===== src/hw/rsb_map.vh =====
// Purpose: offsets, fields, reset values and timing
// Assumes: one aligned 32-bit word per register
// Notes: included by bare name
`ifndef RSB_MAP_VH
`define RSB_MAP_VH
// ==========================================================
// register byte offsets
`define RSB_ID_OFS 8'h00
`define RSB_ASYNC_CTRL_OFS 8'h04
`define RSB_CAUSE_OFS 8'h08
`define RSB_SYNC_CTRL_OFS 8'h0C
`define RSB_WD_CTRL_OFS 8'h10
`define RSB_WD_PERIOD_OFS 8'h14
`define RSB_WD_PREWARN_OFS 8'h18
`define RSB_WD_RELOAD_OFS 8'h1C
`define RSB_PULSE_LEN_OFS 8'h20
`define RSB_BOOT_OFS 8'h24
`define RSB_TCM_MAP_OFS 8'h28
`define RSB_MEM_CFG_OFS 8'h2C
`define RSB_BOOT_STAT_OFS 8'h30
`define RSB_BRANCH_OFS 8'h34
// ==========================================================
// async reset control fields
`define RSB_AC_SYS_SW 0
`define RSB_AC_SWITCH_SW 1
`define RSB_AC_CORE_SW 2
`define RSB_AC_INCLUDE 3
// wd control fields
`define RSB_WC_RUN 0
`define RSB_WC_RST_EN 1
// cause codes, whole register is replaced
`define RSB_CAUSE_WD 4'h1
`define RSB_CAUSE_SYS_SW 4'h2
`define RSB_CAUSE_POR_HW 4'h4
`define RSB_CAUSE_CORE_SW 4'h8
// ==========================================================
// reset values
`define RSB_WD_PERIOD_RST 32'h0000FFFF
`define RSB_WD_PREWARN_RST 32'h00000100
`define RSB_PULSE_LEN_RST 16'h0010
`define RSB_MEM_TIMING_SLOW 4'hF
`define RSB_TCM_MAP_RST 8'h00
// ==========================================================
// boot selection
`define RSB_BOOT_FLASH 4'h0
`define RSB_WIDTH_8 2'h0
`define RSB_WIDTH_16 2'h1
`define RSB_WIDTH_32 2'h2
// ==========================================================
// timing
`define RSB_CLK_MHZ 25
`define RSB_FLASH_WAIT_NS 70000
`define RSB_FLASH_WAIT_CYC ((`RSB_FLASH_WAIT_NS * `RSB_CLK_MHZ + 999) / 1000)
// boot sequencer states
`define RSB_ST_IDLE 3'h0
`define RSB_ST_WAIT 3'h1
`define RSB_ST_READ 3'h2
`define RSB_ST_DONE 3'h3
`define RSB_ST_ERR 3'h4
`endif


===== src/hw/rsb_reset_boot.v =====
// Purpose: reset generation, reset cause record, watchdog and flash boot sequencer
// Assumes: i_rst_n is power-on reset; own outputs never reset this block
// Notes: registers over AXI4-Lite; unit resets are plain held outputs
//
// Design decisions made here: the register addresses and the AXI4-Lite slave port.
`include "rsb_map.vh"
`default_nettype none
module rsb_reset_boot #(
    parameter [31:0] CHIP_VERSION = 32'h00000001, // arbitrary value
    parameter integer WAIT_CYC = `RSB_FLASH_WAIT_CYC
) (
    input wire i_clock,
    input wire i_rst_n,
    input wire [7:0] s_axi_awaddr,
    input wire s_axi_awvalid,
    output reg s_axi_awready,
    input wire [31:0] s_axi_wdata,
    input wire [3:0] s_axi_wstrb,
    input wire s_axi_wvalid,
    output reg s_axi_wready,
    output reg [1:0] s_axi_bresp,
    output reg s_axi_bvalid,
    input wire s_axi_bready,
    input wire [7:0] s_axi_araddr,
    input wire s_axi_arvalid,
    output reg s_axi_arready,
    output reg [31:0] s_axi_rdata,
    output reg [1:0] s_axi_rresp,
    output reg s_axi_rvalid,
    input wire s_axi_rready,
    input wire [3:0] i_boot_pins,
    input wire [6:0] i_config_pins,
    input wire [31:0] i_flash_data,
    input wire i_flash_ack,
    output reg o_sys_rst_n,
    output reg o_switch_rst_n,
    output reg o_core_rst_n,
    output reg o_tcm_rst_n,
    output reg o_sync_switch_rst,
    output reg o_sync_periph_rst,
    output reg o_sync_host_rst,
    output reg o_wd_expiry,
    output reg o_wd_prewarn_irq,
    output reg o_wd_prewarn_pin,
    output reg [3:0] o_dtcm_size,
    output reg [3:0] o_itcm_size,
    output reg o_boot_pins_as_addr,
    output reg [3:0] o_mem_timing,
    output reg o_burst_clk_en,
    output reg o_bank0_sel,
    output reg o_flash_rd,
    output reg [1:0] o_flash_width,
    output reg [31:0] o_branch_addr,
    output reg o_branch_valid
);
    // ==========================================================
    // bus slave
    reg [3:0] async_ctrl_q;
    reg [3:0] cause_q;
    reg [2:0] sync_ctrl_q;
    reg [1:0] wd_ctrl_q;
    reg [31:0] wd_period_q;
    reg [31:0] wd_prewarn_q;
    reg [15:0] pulse_len_q;
    reg [10:0] boot_q;
    reg [7:0] tcm_map_q;
    reg [31:0] wd_cnt_q;
    reg wd_expired_q;
    reg [15:0] pulse_cnt_q;
    reg [3:0] tgt_q;
    reg pulse_on_q;
    reg [2:0] st_q;
    reg [11:0] wait_q;
    reg boot_err_q;
    wire wr_go = s_axi_awvalid && s_axi_wvalid && !s_axi_bvalid;
    wire rd_go = s_axi_arvalid && !s_axi_rvalid;
    wire wr_full = (s_axi_wstrb == 4'hF);
    wire [7:0] ra = s_axi_araddr;
    wire [7:0] wa = s_axi_awaddr;
    reg wr_hit;
    reg [31:0] rd_val;
    reg rd_hit;
    // shared by read and write
    function is_mapped;
        input [7:0] a;
        begin
            is_mapped = (a <= `RSB_BRANCH_OFS) && (a[1:0] == 2'h0);
        end
    endfunction

    always @* begin
        wr_hit = is_mapped(wa);
        rd_hit = is_mapped(ra);
        rd_val = 32'h00000000;
        if (ra == `RSB_ID_OFS) begin
            rd_val = CHIP_VERSION;
        end else if (ra == `RSB_ASYNC_CTRL_OFS) begin
            rd_val = {28'h0, async_ctrl_q};
        end else if (ra == `RSB_CAUSE_OFS) begin
            rd_val = {28'h0, cause_q};
        end else if (ra == `RSB_SYNC_CTRL_OFS) begin
            rd_val = {29'h0, sync_ctrl_q};
        end else if (ra == `RSB_WD_CTRL_OFS) begin
            rd_val = {30'h0, wd_ctrl_q};
        end else if (ra == `RSB_WD_PERIOD_OFS) begin
            rd_val = wd_period_q;
        end else if (ra == `RSB_WD_PREWARN_OFS) begin
            rd_val = wd_prewarn_q;
        end else if (ra == `RSB_WD_RELOAD_OFS) begin
            rd_val = wd_cnt_q;
        end else if (ra == `RSB_PULSE_LEN_OFS) begin
            rd_val = {16'h0, pulse_len_q};
        end else if (ra == `RSB_BOOT_OFS) begin
            rd_val = {21'h0, boot_q};
        end else if (ra == `RSB_TCM_MAP_OFS) begin
            rd_val = {24'h0, tcm_map_q};
        end else if (ra == `RSB_MEM_CFG_OFS) begin
            rd_val = {27'h0, o_burst_clk_en, o_mem_timing};
        end else if (ra == `RSB_BOOT_STAT_OFS) begin
            rd_val = {26'h0, wd_expired_q, boot_err_q, 1'b0, st_q};
        end else if (ra == `RSB_BRANCH_OFS) begin
            rd_val = o_branch_addr;
        end
    end

    // partial-strobe writes are answered but dropped
    wire wr_ok = wr_go && wr_hit && wr_full;
    wire wr_async = wr_ok && (wa == `RSB_ASYNC_CTRL_OFS);
    wire req_sys = wr_async && s_axi_wdata[`RSB_AC_SYS_SW];
    wire req_switch = wr_async && s_axi_wdata[`RSB_AC_SWITCH_SW];
    wire req_core = wr_async && s_axi_wdata[`RSB_AC_CORE_SW];
    wire wr_reload = wr_ok && (wa == `RSB_WD_RELOAD_OFS);
    wire wr_wdctl = wr_ok && (wa == `RSB_WD_CTRL_OFS);
    wire wd_fire = wd_ctrl_q[`RSB_WC_RUN] && !wd_expired_q && (wd_cnt_q == 32'h00000000);
    wire wd_rst = wd_fire && wd_ctrl_q[`RSB_WC_RST_EN];
    wire pulse_end = pulse_on_q && (pulse_cnt_q <= 16'h0001);
    wire warn_d = wd_ctrl_q[`RSB_WC_RUN] && !wd_expired_q && !wr_reload && (wd_cnt_q <= wd_prewarn_q);

    always @(posedge i_clock) begin
        if (!i_rst_n) begin
            s_axi_awready <= 1'b0;
            s_axi_wready <= 1'b0;
            s_axi_bvalid <= 1'b0;
            s_axi_bresp <= 2'h0;
            s_axi_arready <= 1'b0;
            s_axi_rvalid <= 1'b0;
            s_axi_rresp <= 2'h0;
            s_axi_rdata <= 32'h00000000;
        end else begin
            s_axi_awready <= wr_go;
            s_axi_wready <= wr_go;
            s_axi_arready <= rd_go;
            if (wr_go) begin
                s_axi_bvalid <= 1'b1;
                s_axi_bresp <= wr_hit ? 2'h0 : 2'h2;
            end else if (s_axi_bready) begin
                s_axi_bvalid <= 1'b0;
            end
            if (rd_go) begin
                s_axi_rvalid <= 1'b1;
                s_axi_rresp <= rd_hit ? 2'h0 : 2'h2;
                s_axi_rdata <= rd_val;
            end else if (s_axi_rready) begin
                s_axi_rvalid <= 1'b0;
            end
        end
    end

    // ==========================================================
    // control registers
    always @(posedge i_clock) begin
        if (!i_rst_n) begin
            async_ctrl_q <= 4'h8;
            sync_ctrl_q <= 3'h0;
            wd_ctrl_q <= 2'h0;
            wd_period_q <= `RSB_WD_PERIOD_RST;
            wd_prewarn_q <= `RSB_WD_PREWARN_RST;
            pulse_len_q <= `RSB_PULSE_LEN_RST;
            tcm_map_q <= `RSB_TCM_MAP_RST;
            o_mem_timing <= `RSB_MEM_TIMING_SLOW;
            o_burst_clk_en <= 1'b0;
        end else begin
            if (wr_async) begin
                async_ctrl_q <= {s_axi_wdata[`RSB_AC_INCLUDE], 3'h0};
            end
            // switch reset wins over a same-write clear
            if (req_switch || (pulse_on_q && tgt_q[3])) begin
                async_ctrl_q[`RSB_AC_INCLUDE] <= 1'b1;
            end
            if (wr_ok && wa == `RSB_SYNC_CTRL_OFS) begin
                sync_ctrl_q <= s_axi_wdata[2:0];
            end
            if (wr_wdctl) begin
                wd_ctrl_q <= s_axi_wdata[1:0];
            end
            if (wr_ok && wa == `RSB_WD_PERIOD_OFS) begin
                wd_period_q <= s_axi_wdata;
            end
            if (wr_ok && wa == `RSB_WD_PREWARN_OFS) begin
                wd_prewarn_q <= s_axi_wdata;
            end
            if (wr_ok && wa == `RSB_PULSE_LEN_OFS) begin
                pulse_len_q <= s_axi_wdata[15:0];
            end
            if (wr_ok && wa == `RSB_TCM_MAP_OFS) begin
                tcm_map_q <= s_axi_wdata[7:0];
            end
            if (wr_ok && wa == `RSB_MEM_CFG_OFS) begin
                o_mem_timing <= s_axi_wdata[3:0];
                o_burst_clk_en <= s_axi_wdata[4];
            end
        end
    end

    // ==========================================================
    // watchdog on the system clock; on input clock loss the pll
    // free-runs, so expiry still comes
    always @(posedge i_clock) begin
        if (!i_rst_n) begin
            wd_cnt_q <= `RSB_WD_PERIOD_RST;
            wd_expired_q <= 1'b0;
            o_wd_expiry <= 1'b0;
            o_wd_prewarn_irq <= 1'b0;
            o_wd_prewarn_pin <= 1'b0;
        end else begin
            o_wd_expiry <= wd_fire;
            if (wr_reload || (wr_wdctl && s_axi_wdata[`RSB_WC_RUN] && !wd_ctrl_q[`RSB_WC_RUN])) begin
                wd_cnt_q <= wd_period_q;
                wd_expired_q <= 1'b0;
            end else if (wd_fire) begin
                wd_expired_q <= 1'b1;
            end else if (wd_ctrl_q[`RSB_WC_RUN] && !wd_expired_q) begin
                wd_cnt_q <= wd_cnt_q - 32'h00000001;
            end
            // warning holds until reload or expiry
            o_wd_prewarn_irq <= warn_d;
            o_wd_prewarn_pin <= warn_d;
        end
    end

    // ==========================================================
    // reset pulse generator; targets {switch, tcm, core, sys}
    wire [3:0] new_tgt = {(wd_rst && async_ctrl_q[`RSB_AC_INCLUDE]) || req_switch,
        wd_rst || req_sys,
        wd_rst || req_sys || req_core,
        wd_rst || req_sys};
    always @(posedge i_clock) begin
        if (!i_rst_n) begin
            pulse_on_q <= 1'b0;
            pulse_cnt_q <= 16'h0000;
            tgt_q <= 4'h0;
            cause_q <= `RSB_CAUSE_POR_HW;
        end else begin
            if (new_tgt != 4'h0) begin
                pulse_on_q <= 1'b1;
                pulse_cnt_q <= pulse_len_q;
                tgt_q <= tgt_q | new_tgt;
            end else if (pulse_end) begin
                pulse_on_q <= 1'b0;
                tgt_q <= 4'h0;
            end else if (pulse_on_q) begin
                pulse_cnt_q <= pulse_cnt_q - 16'h0001;
            end
            // outside every reset it drives, so the record survives
            if (wd_rst) begin
                cause_q <= `RSB_CAUSE_WD;
            end else if (req_sys) begin
                cause_q <= `RSB_CAUSE_SYS_SW;
            end else if (req_core) begin
                cause_q <= `RSB_CAUSE_CORE_SW;
            end
        end
    end

    always @(posedge i_clock) begin
        if (!i_rst_n) begin
            o_sys_rst_n <= 1'b0;
            o_switch_rst_n <= 1'b0;
            o_core_rst_n <= 1'b0;
            o_tcm_rst_n <= 1'b0;
            o_sync_switch_rst <= 1'b0;
            o_sync_periph_rst <= 1'b0;
            o_sync_host_rst <= 1'b0;
            o_dtcm_size <= 4'h0;
            o_itcm_size <= 4'h0;
        end else begin
            o_sys_rst_n <= !(pulse_on_q && tgt_q[0]);
            o_core_rst_n <= !(pulse_on_q && tgt_q[1]);
            o_tcm_rst_n <= !(pulse_on_q && tgt_q[2]);
            o_switch_rst_n <= !(pulse_on_q && tgt_q[3]);
            // levels into the units' synchronous clears, never async pins
            o_sync_switch_rst <= sync_ctrl_q[0];
            o_sync_periph_rst <= sync_ctrl_q[1];
            o_sync_host_rst <= sync_ctrl_q[2];
            if (!o_core_rst_n) begin
                o_dtcm_size <= tcm_map_q[3:0];
                o_itcm_size <= tcm_map_q[7:4];
            end
        end
    end

    // ==========================================================
    // boot latch and flash boot sequencer
    always @(posedge i_clock) begin
        if (!i_rst_n) begin
            boot_q <= {i_config_pins, i_boot_pins};
        end
    end

    wire [1:0] width_sel = boot_q[5:4];
    always @(posedge i_clock) begin
        if (!i_rst_n) begin
            st_q <= `RSB_ST_WAIT;
            wait_q <= 12'h000;
            boot_err_q <= 1'b0;
            o_boot_pins_as_addr <= 1'b0;
            o_bank0_sel <= 1'b0;
            o_flash_rd <= 1'b0;
            o_flash_width <= `RSB_WIDTH_8;
            o_branch_addr <= 32'h00000000;
            o_branch_valid <= 1'b0;
        end else begin
            o_boot_pins_as_addr <= 1'b1;
            if (pulse_on_q && tgt_q[0]) begin
                // system reset reruns boot from the stored pins, no relatch
                st_q <= `RSB_ST_WAIT;
                wait_q <= 12'h000;
                o_bank0_sel <= 1'b0;
                o_flash_rd <= 1'b0;
                o_branch_valid <= 1'b0;
            end else begin
                case (st_q)
                    `RSB_ST_WAIT: begin
                        if (wait_q >= WAIT_CYC[11:0]) begin
                            if (boot_q[3:0] != `RSB_BOOT_FLASH) begin
                                st_q <= `RSB_ST_IDLE;
                            end else if (width_sel == `RSB_WIDTH_32 || width_sel == 2'h3) begin
                                st_q <= `RSB_ST_ERR;
                                boot_err_q <= 1'b1;
                            end else begin
                                st_q <= `RSB_ST_READ;
                                o_bank0_sel <= 1'b1;
                                o_flash_rd <= 1'b1;
                                o_flash_width <= width_sel;
                            end
                        end else begin
                            wait_q <= wait_q + 12'h001;
                        end
                    end
                    `RSB_ST_READ: begin
                        if (i_flash_ack) begin
                            o_branch_addr <= i_flash_data;
                            o_branch_valid <= 1'b1;
                            o_bank0_sel <= 1'b0;
                            o_flash_rd <= 1'b0;
                            st_q <= `RSB_ST_DONE;
                        end
                    end
                    default: begin
                        st_q <= st_q;
                    end
                endcase
            end
        end
    end
endmodule
`default_nettype wire


===== config.mk =====
export PLATFORM = sky130hd
export DESIGN_NAME = rsb_reset_boot
export DESIGN_NICKNAME = d
export VERILOG_FILES = /design/src/hw/rsb_reset_boot.v
export VERILOG_INCLUDE_DIRS = /design/src /design/src/hw
export SDC_FILE = /design/constraint.sdc
export NUM_CORES = 1
export LEC_CHECK = 0
export ABC_AREA = 1
export BUFFER_PORTS_ARGS = -buffer_cell sky130_fd_sc_hd__clkbuf_2
export CAP_MARGIN = 25
export CORE_MARGIN = 2
export CORE_UTILIZATION = 40
export DETAILED_ROUTE_END_ITERATION = 8
export GPL_ROUTABILITY_DRIVEN = 0
export GPL_TIMING_DRIVEN = 0
export SLEW_MARGIN = 20
export SYNTH_ARGS = -nofsm -noshare
export SYNTH_HDL_FRONTEND = slang
export SYNTH_SLANG_ARGS = --single-unit

===== constraint.sdc =====
create_clock -name i_clock -period 2.3 [get_ports i_clock]
set_clock_uncertainty 0.05 [all_clocks]
set_input_delay 0.23 -clock i_clock [delete_from_list [all_inputs] [get_ports i_clock]]
set_output_delay 0.23 -clock i_clock [all_outputs]
set_load 0.005 [all_outputs]

# Word-level counts from Yosys, hierarchy flattened

Cells that the tools add are included.

Register bits after elaboration: 278
Bits of input ports: 103
Output and inout port bits: 102

Add/subtract/negate cells: 3
$lt $le $gt $ge: 5
Equal/unequal tests: 33
Multiplexer cells: 44
Bitwise operators: 6
Reduce and logical (&&, ||, !) cells: 75

Operator list:

| cell                                                                     | count |
|---|---|
| 32-bit 2-to-1 mux                                                        | 17 |
| 8-bit by 6-bit equality test with 1-bit output (second input constant)   | 9 |
| 8-bit by 5-bit equality test with 1-bit output (second input constant)   | 8 |
| 16-bit 2-to-1 mux                                                        | 3 |
| 32-bit <= comparator                                                     | 1 |
| 1-bit logical AND                                                        | 32 |
| 32-bit zero test                                                         | 1 |
| 32-bit by 1-bit subtractor with 32-bit output (second input constant)    | 1 |
| 8-bit by 4-bit equality test with 1-bit output (second input constant)   | 3 |
| 3-bit 2-to-1 mux                                                         | 7 |
| 8-bit by 3-bit equality test with 1-bit output (second input constant)   | 2 |
| 16-bit by 1-bit <= comparator with 1-bit output (second input constant)  | 1 |
| 8-bit by 6-bit <= comparator with 1-bit output (second input constant)   | 2 |
| 16-bit by 1-bit subtractor with 16-bit output (second input constant)    | 1 |
| 5-bit AND reduction                                                      | 3 |
| 2-bit nonzero test                                                       | 7 |
| 12-bit by 1-bit adder with 12-bit output (second input constant)         | 1 |
| 12-bit by 11-bit >= comparator with 1-bit output (second input constant) | 1 |
| 1-bit 2-to-1 mux                                                         | 11 |
| 1-bit zero test                                                          | 9 |
| 8-bit zero test                                                          | 1 |
| 4-bit 2-to-1 mux                                                         | 2 |
| 2-bit inequality test (second input constant)                            | 4 |
| 2-bit AND reduction                                                      | 4 |
| 17 further kinds                                                         | 35 |

# Logic depth before layout (Yosys ltp)

Depth after elaboration: 15
Depth in mapped cells: 14

# Least setup slack after synthesis

OpenSTA, ideal clock, no wires.

Kind: register to register
From: register wd_cnt_q[0]
To: register wd_cnt_q[18]
Arrival: 1.701 ns
Path slack: 0.429 ns
Stages on the path, launching flop included: 11
Path buffers: 0
Clock period less this slack: 1.871 ns
Cell sequence: dfxtp_1 -> inv_1 -> ha_1 -> nand3_1 -> nor2_1 -> nand4_1 -> inv_1 -> nand2_1 -> nor3_1 -> xor2_1 -> a21oi_1

Longest elaborated chain between the ends: 4
Elaborated cells on any way between the ends: 8
Those cells by class: add/sub: 1; eq/ne: 1; mux: 3; reduce/logical: 3

RTL lines:

| what                                                                                         | RTL line                                   | source |
|---|---|---|
| start, declared                                                                              | rsb_reset_boot.v:67                        | `reg [31:0] wd_cnt_q;` |
| start signal, assigned                                                                       | rsb_reset_boot.v:220                       | `` wd_cnt_q <= `RSB_WD_PERIOD_RST; `` |
| start signal, assigned                                                                       | rsb_reset_boot.v:228                       | `wd_cnt_q <= wd_period_q;` |
| start signal, assigned                                                                       | rsb_reset_boot.v:233                       | `wd_cnt_q <= wd_cnt_q - 32'h00000001;` |
| 32-bit by 1-bit subtractor with 32-bit output / 32-bit zero test (equally long branches)     | rsb_reset_boot.v:233, rsb_reset_boot.v:134 |  |
| 32-bit 2-to-1 mux / 1-bit logical AND (equally long branches)                                | rsb_reset_boot.v:232, rsb_reset_boot.v:134 |  |
| 32-bit 2-to-1 mux / 2-bit by 1-bit inequality test with 1-bit output (equally long branches) | --                                         |  |
| 32-bit 2-to-1 mux / 2-bit AND reduction (equally long branches)                              | --                                         |  |

Several ways; a longest one is shown, not always the timed one. The select of a mux whose other input is x is not followed.
A chain may end at the register's enable or synchronous reset.

# Worst setup path after layout

From: register wd_cnt_q[0]
To: register pulse_cnt_q[11]

Longest elaborated chain between the ends: 8
Elaborated cells on any way between the ends: 12
Those cells by class: eq/ne: 1; mux: 1; reduce/logical: 10

RTL lines:

| what                                                                                                           | RTL line                                   | source |
|---|---|---|
| 32-bit zero test (*)                                                                                           | rsb_reset_boot.v:134                       | `` wire wd_fire = wd_ctrl_q[`RSB_WC_RUN] && !wd_expired_q && (wd_cnt_q == 32'h00000000); `` |
| 1-bit logical AND (*)                                                                                          | rsb_reset_boot.v:134                       |  |
| 1-bit logical AND (*)                                                                                          | rsb_reset_boot.v:135                       | `` wire wd_rst = wd_fire && wd_ctrl_q[`RSB_WC_RST_EN]; `` |
| 1-bit logical OR / 1-bit logical AND (equally long branches)                                                   | --                                         |  |
| 1-bit logical OR, on equally long branches                                                                     | rsb_reset_boot.v:245, rsb_reset_boot.v:243 |  |
| 4-bit nonzero test (*)                                                                                         | rsb_reset_boot.v:254                       | `if (new_tgt != 4'h0) begin` |
| 2-bit by 1-bit inequality test with 1-bit output (no source line) / 2-bit nonzero test (equally long branches) | --                                         |  |
| 2-bit AND reduction (no source line)                                                                           | --                                         |  |
| end signal, assigned                                                                                           | rsb_reset_boot.v:256                       | `pulse_cnt_q <= pulse_len_q;` |
| end signal, assigned                                                                                           | rsb_reset_boot.v:262                       | `pulse_cnt_q <= pulse_cnt_q - 16'h0001;` |
| end, declared                                                                                                  | rsb_reset_boot.v:69                        | `reg [15:0] pulse_cnt_q;` |

Every way passes the cells marked *; elsewhere a longest branch is shown, timed or not.

==> flow_summary.yaml <==
status:
  status: "completed"
synthesis:
  synth_simple_gate_area_share: 0.248
  synth-seq-area-share: 0.408
  synthArstFlopShare: 0
  synth_compound_area_frac: 0.196
  muxShareOfSynthArea: 0
  synthXorXnorAreaFrac: 0.0260
  synth_top_family_by_area: "simple AND/OR/NAND/NOR gates"
  synthAdderAreaFrac: 0.0344
  yosys_warnings: 0
  synth_cells: 1936
  ys_seq_elements: 276
  synth_edf_count: 11
  avgSynthCellArea_sq_um: 7.13
  synthFlopType: "dfxtp_1"
  syn_area_sq_um: 13800
  synth_cell_type_count: 51
global_route:
  grt.total_usage: 0.301
  grt_max_degree: 21
  grt_pass1_vias: 13900
  grt_pass1_wl_um: 82000
  antenna_found_initial: 1
  gr-total-overflow: 0
cells_and_area:
  n_antenna_cell: 0
  utilization: 0.518
  final_net_count: 2414
  drive_above_1_share: 0.182
  seqCellArea_sq_um: 5650
  area_growth_pct: 28.5
  final_common_cell: "nand2_1"
  layout.cells.most_common_list: "nand2_1, dfxtp_1, a21oi_1, clkbuf_2, inv_1"
  multi_input_area_sq_um: 7230
  fillers: 3412
clocking:
  clock-sinks: 276
  cts_tree: "built"
  clkLatencyLatePin_ns: 0.58
  cts_made_buffers: 31
  cts_max_level: 1
  clockBufferDepth: 3
  clk_pin_slew_ns: 0.06
  clk_root_buffer_cell: "clkbuf_16"
setup_path:
  critPathMostFrequentCell: "nor2_1"
  crit_chain: "inv_2 > ha_2 > nand2_1 > nor2_1 > nand3_1 > nor2_4 > nand4_1 > nand2_2 > inv_2 > buf_4 > nand3_1 > nand2_1 > nor2_1 > nor2_1"
  crit_required_ns: 2.69
  cp_num_buf_inv: 3
  crit_path_end_kind: "register"
  crit_type: "reg2reg"
  cp.arrival_ns: 2.62
  critPathSlowestCell: "dfxtp_2"
  critPathLaunchType: "register"
  crit_fanout: 10
  path_delay_family: "simple AND/OR/NAND/NOR gates"
  slowest_delay_ns: 0.37
detailed_routing:
  first_pass_iters: 5
  drt-initial-drc-count: 1649
  routedWlPerCell_um: 20.5
  ant_nets: 0
  vias: 15000
  drc: 0
  via_per_inst: 5.45
  wl_um: 56400
power:
  seq_power_share: 0.451
  p_comb_frac: 0.057
  p_sw_frac: 0.232
  ir_drop_mv: 0.594
  p_per_area_nw_per_um2: 610
  clkPwrFrac: 0.492
  switchingPower_uw: 2510
  power_uw: 10800
  p_leak_uw: 0.00769
  intPower_uw: 8310
sta:
  setup_violations: 0
  tightest_slew_ns: 1.08
  drv_slew: 0
  rsz0062_at_grt: "true"
  max_freq_mhz: 449
  finalCritPeriodShare: 0.969
  setup_tns_ns: 0
  slew_headroom: 0.277
  hold_slack_ns: 0.0602
  fin_crit_ns: 2.23
  hold_viol_final: 0
floorplan:
  core_sq_um: 34300
  ioPinCount: 205
  die_x_um: 190
  start_util: 0.403
  die_h_um: 190
  core.rowCount: 68
  dieArea_sq_um: 36000
placement:
  hpwl_um: 41800
  portBuffers: 201
flow_run:
  drv_cap: 0
min_path:
  hp-class: "in2reg"
logic make-up (layout without fill, tap and decap cells):
family,Yosys count,count (layout)
XOR/XNOR,41,41
adder cells (fa/ha/maj),38,38
other,1,2
AND/OR/NAND/NOR,785,787
buffers and inverters,302,659
AO/OA/AOI/OAI,493,493
flip-flops,276,276
power by group through the flow:
stage	sequential [uW]	combinational, uW	clock [uW]
2_1_floorplan	4980	211	0
3_3_place_gp	4990	475	0
3_5_place_dp	4990	479	0
4_1_cts	4880	590	5350
5_1_grt	4880	656	5550
6_report	4880	614	5320
flip-flops by register name, indices dropped and copies added, names as in the netlist, 2 cells and up:
name and cells:
o_branch_addr 32, wait_q 12, pulse_cnt_q 16, o_flash_width 2, wd_prewarn_q 32, wd_cnt_q 32
s_axi_rdata 32, o_dtcm_size 4, pulse_len_q 16, wd_ctrl_q 2, tcm_map_q 8, cause_q 4
boot_q 11, sync_ctrl_q 3, o_itcm_size 4, tgt_q 4, wd_period_q 32, st_q 3
o_mem_timing 4
worst register-to-register path, cell delays in order (launching register included):
cell and delay (ns):
dfxtp_2 0.37, inv_2 0.11, ha_2 0.22, nand2_1 0.06, nor2_1 0.10, nand3_1 0.13
nor2_4 0.22, nand4_1 0.18, nand2_2 0.13, inv_2 0.08, buf_4 0.18, nand3_1 0.07
nand2_1 0.07, nor2_1 0.09, nor2_1 0.05
worst paths after layout:
check / to / slack, ns / start / cells after the start
max: pulse_cnt_q[11] / 0.07 / wd_cnt_q[0] / 14
min: s_axi_rresp[1] / 0.06 / s_axi_araddr[6] / 5
max reg2reg: pulse_cnt_q[11] / 0.07 / wd_cnt_q[0] / 14
min reg2reg: wait_q[11] / 0.40 / wait_q[11] / 2
metrics by stage:
step           setup WS, ns  cell area (sq um)  cells
2_1_floorplan         0.429              13800   1937
3_3_place_gp         -0.776              15400   2593
3_5_place_dp         -0.783              15400   2593
4_1_cts             0.00591              17400   2732
5_1_grt             -0.0831              17700   2751
6_report             0.0711              17700   2751
final cells by class:
type	count	area share
buffer	89	0.0245
clock buffer	43	0.0496
clock inverter	13	0.0111
inverter	212	0.0451
multi-input combinational	1361	0.408
sequential	276	0.318
tap	455	0.0321
timing repair buffer	302	0.112
synthesized netlist by cell type, drive strengths merged (2+ instances only):
| cell type | instances | share of area |
|---|---|---|
| nand4 | 29 | 0.013 |
| nor3 | 20 | 0.0092 |
| a31oi | 2 | 0.00091 |
| a221oi | 2 | 0.0013 |
| edfxtp | 11 | 0.024 |
| nor4 | 6 | 0.0032 |
| xnor2 | 10 | 0.0063 |
| xor2 | 31 | 0.020 |
| clkbuf | 61 | 0.017 |
| inv | 209 | 0.057 |
| buf | 29 | 0.013 |
| o221ai | 10 | 0.0063 |
| ha | 38 | 0.034 |
| or2 | 11 | 0.0050 |
| nor2 | 218 | 0.063 |
| nand2b | 2 | 0.00091 |
| a31o | 2 | 0.0013 |
| a22o | 3 | 0.0019 |
| o211ai | 44 | 0.024 |
| o2111ai | 11 | 0.0070 |
| clkinv | 3 | 0.00091 |
| o21ai | 173 | 0.063 |
| nand3 | 121 | 0.047 |
| o22ai | 6 | 0.0027 |
| a21oi | 234 | 0.085 |
| a21boi | 3 | 0.0016 |
| nand2 | 376 | 0.10 |
| dfxtp | 265 | 0.38 |
per-layer routing:
metal  vias to the layer above  part of all wire  track usage
met5                         -           0.00020            0
met2                       813              0.42        0.458
met4                         2             0.048        0.129
met1                      6925              0.41        0.407
li1                       7133                 -            -
met3                       121              0.11       0.0708
what timing repair did:
| action | CTS | global route |
|---|---|---|
| pin swaps | 2 | 17 |
| resized for setup | 27 | 77 |
| cloned | 0 | 2 |
| hold endpoints to repair | 124 | 0 |
| endpoints found under the setup margin | 112 | 143 |
| buffers inserted | 1 | 18 |
| hold buffers | 82 | 0 |
Power figures use the tool's default switching activity.
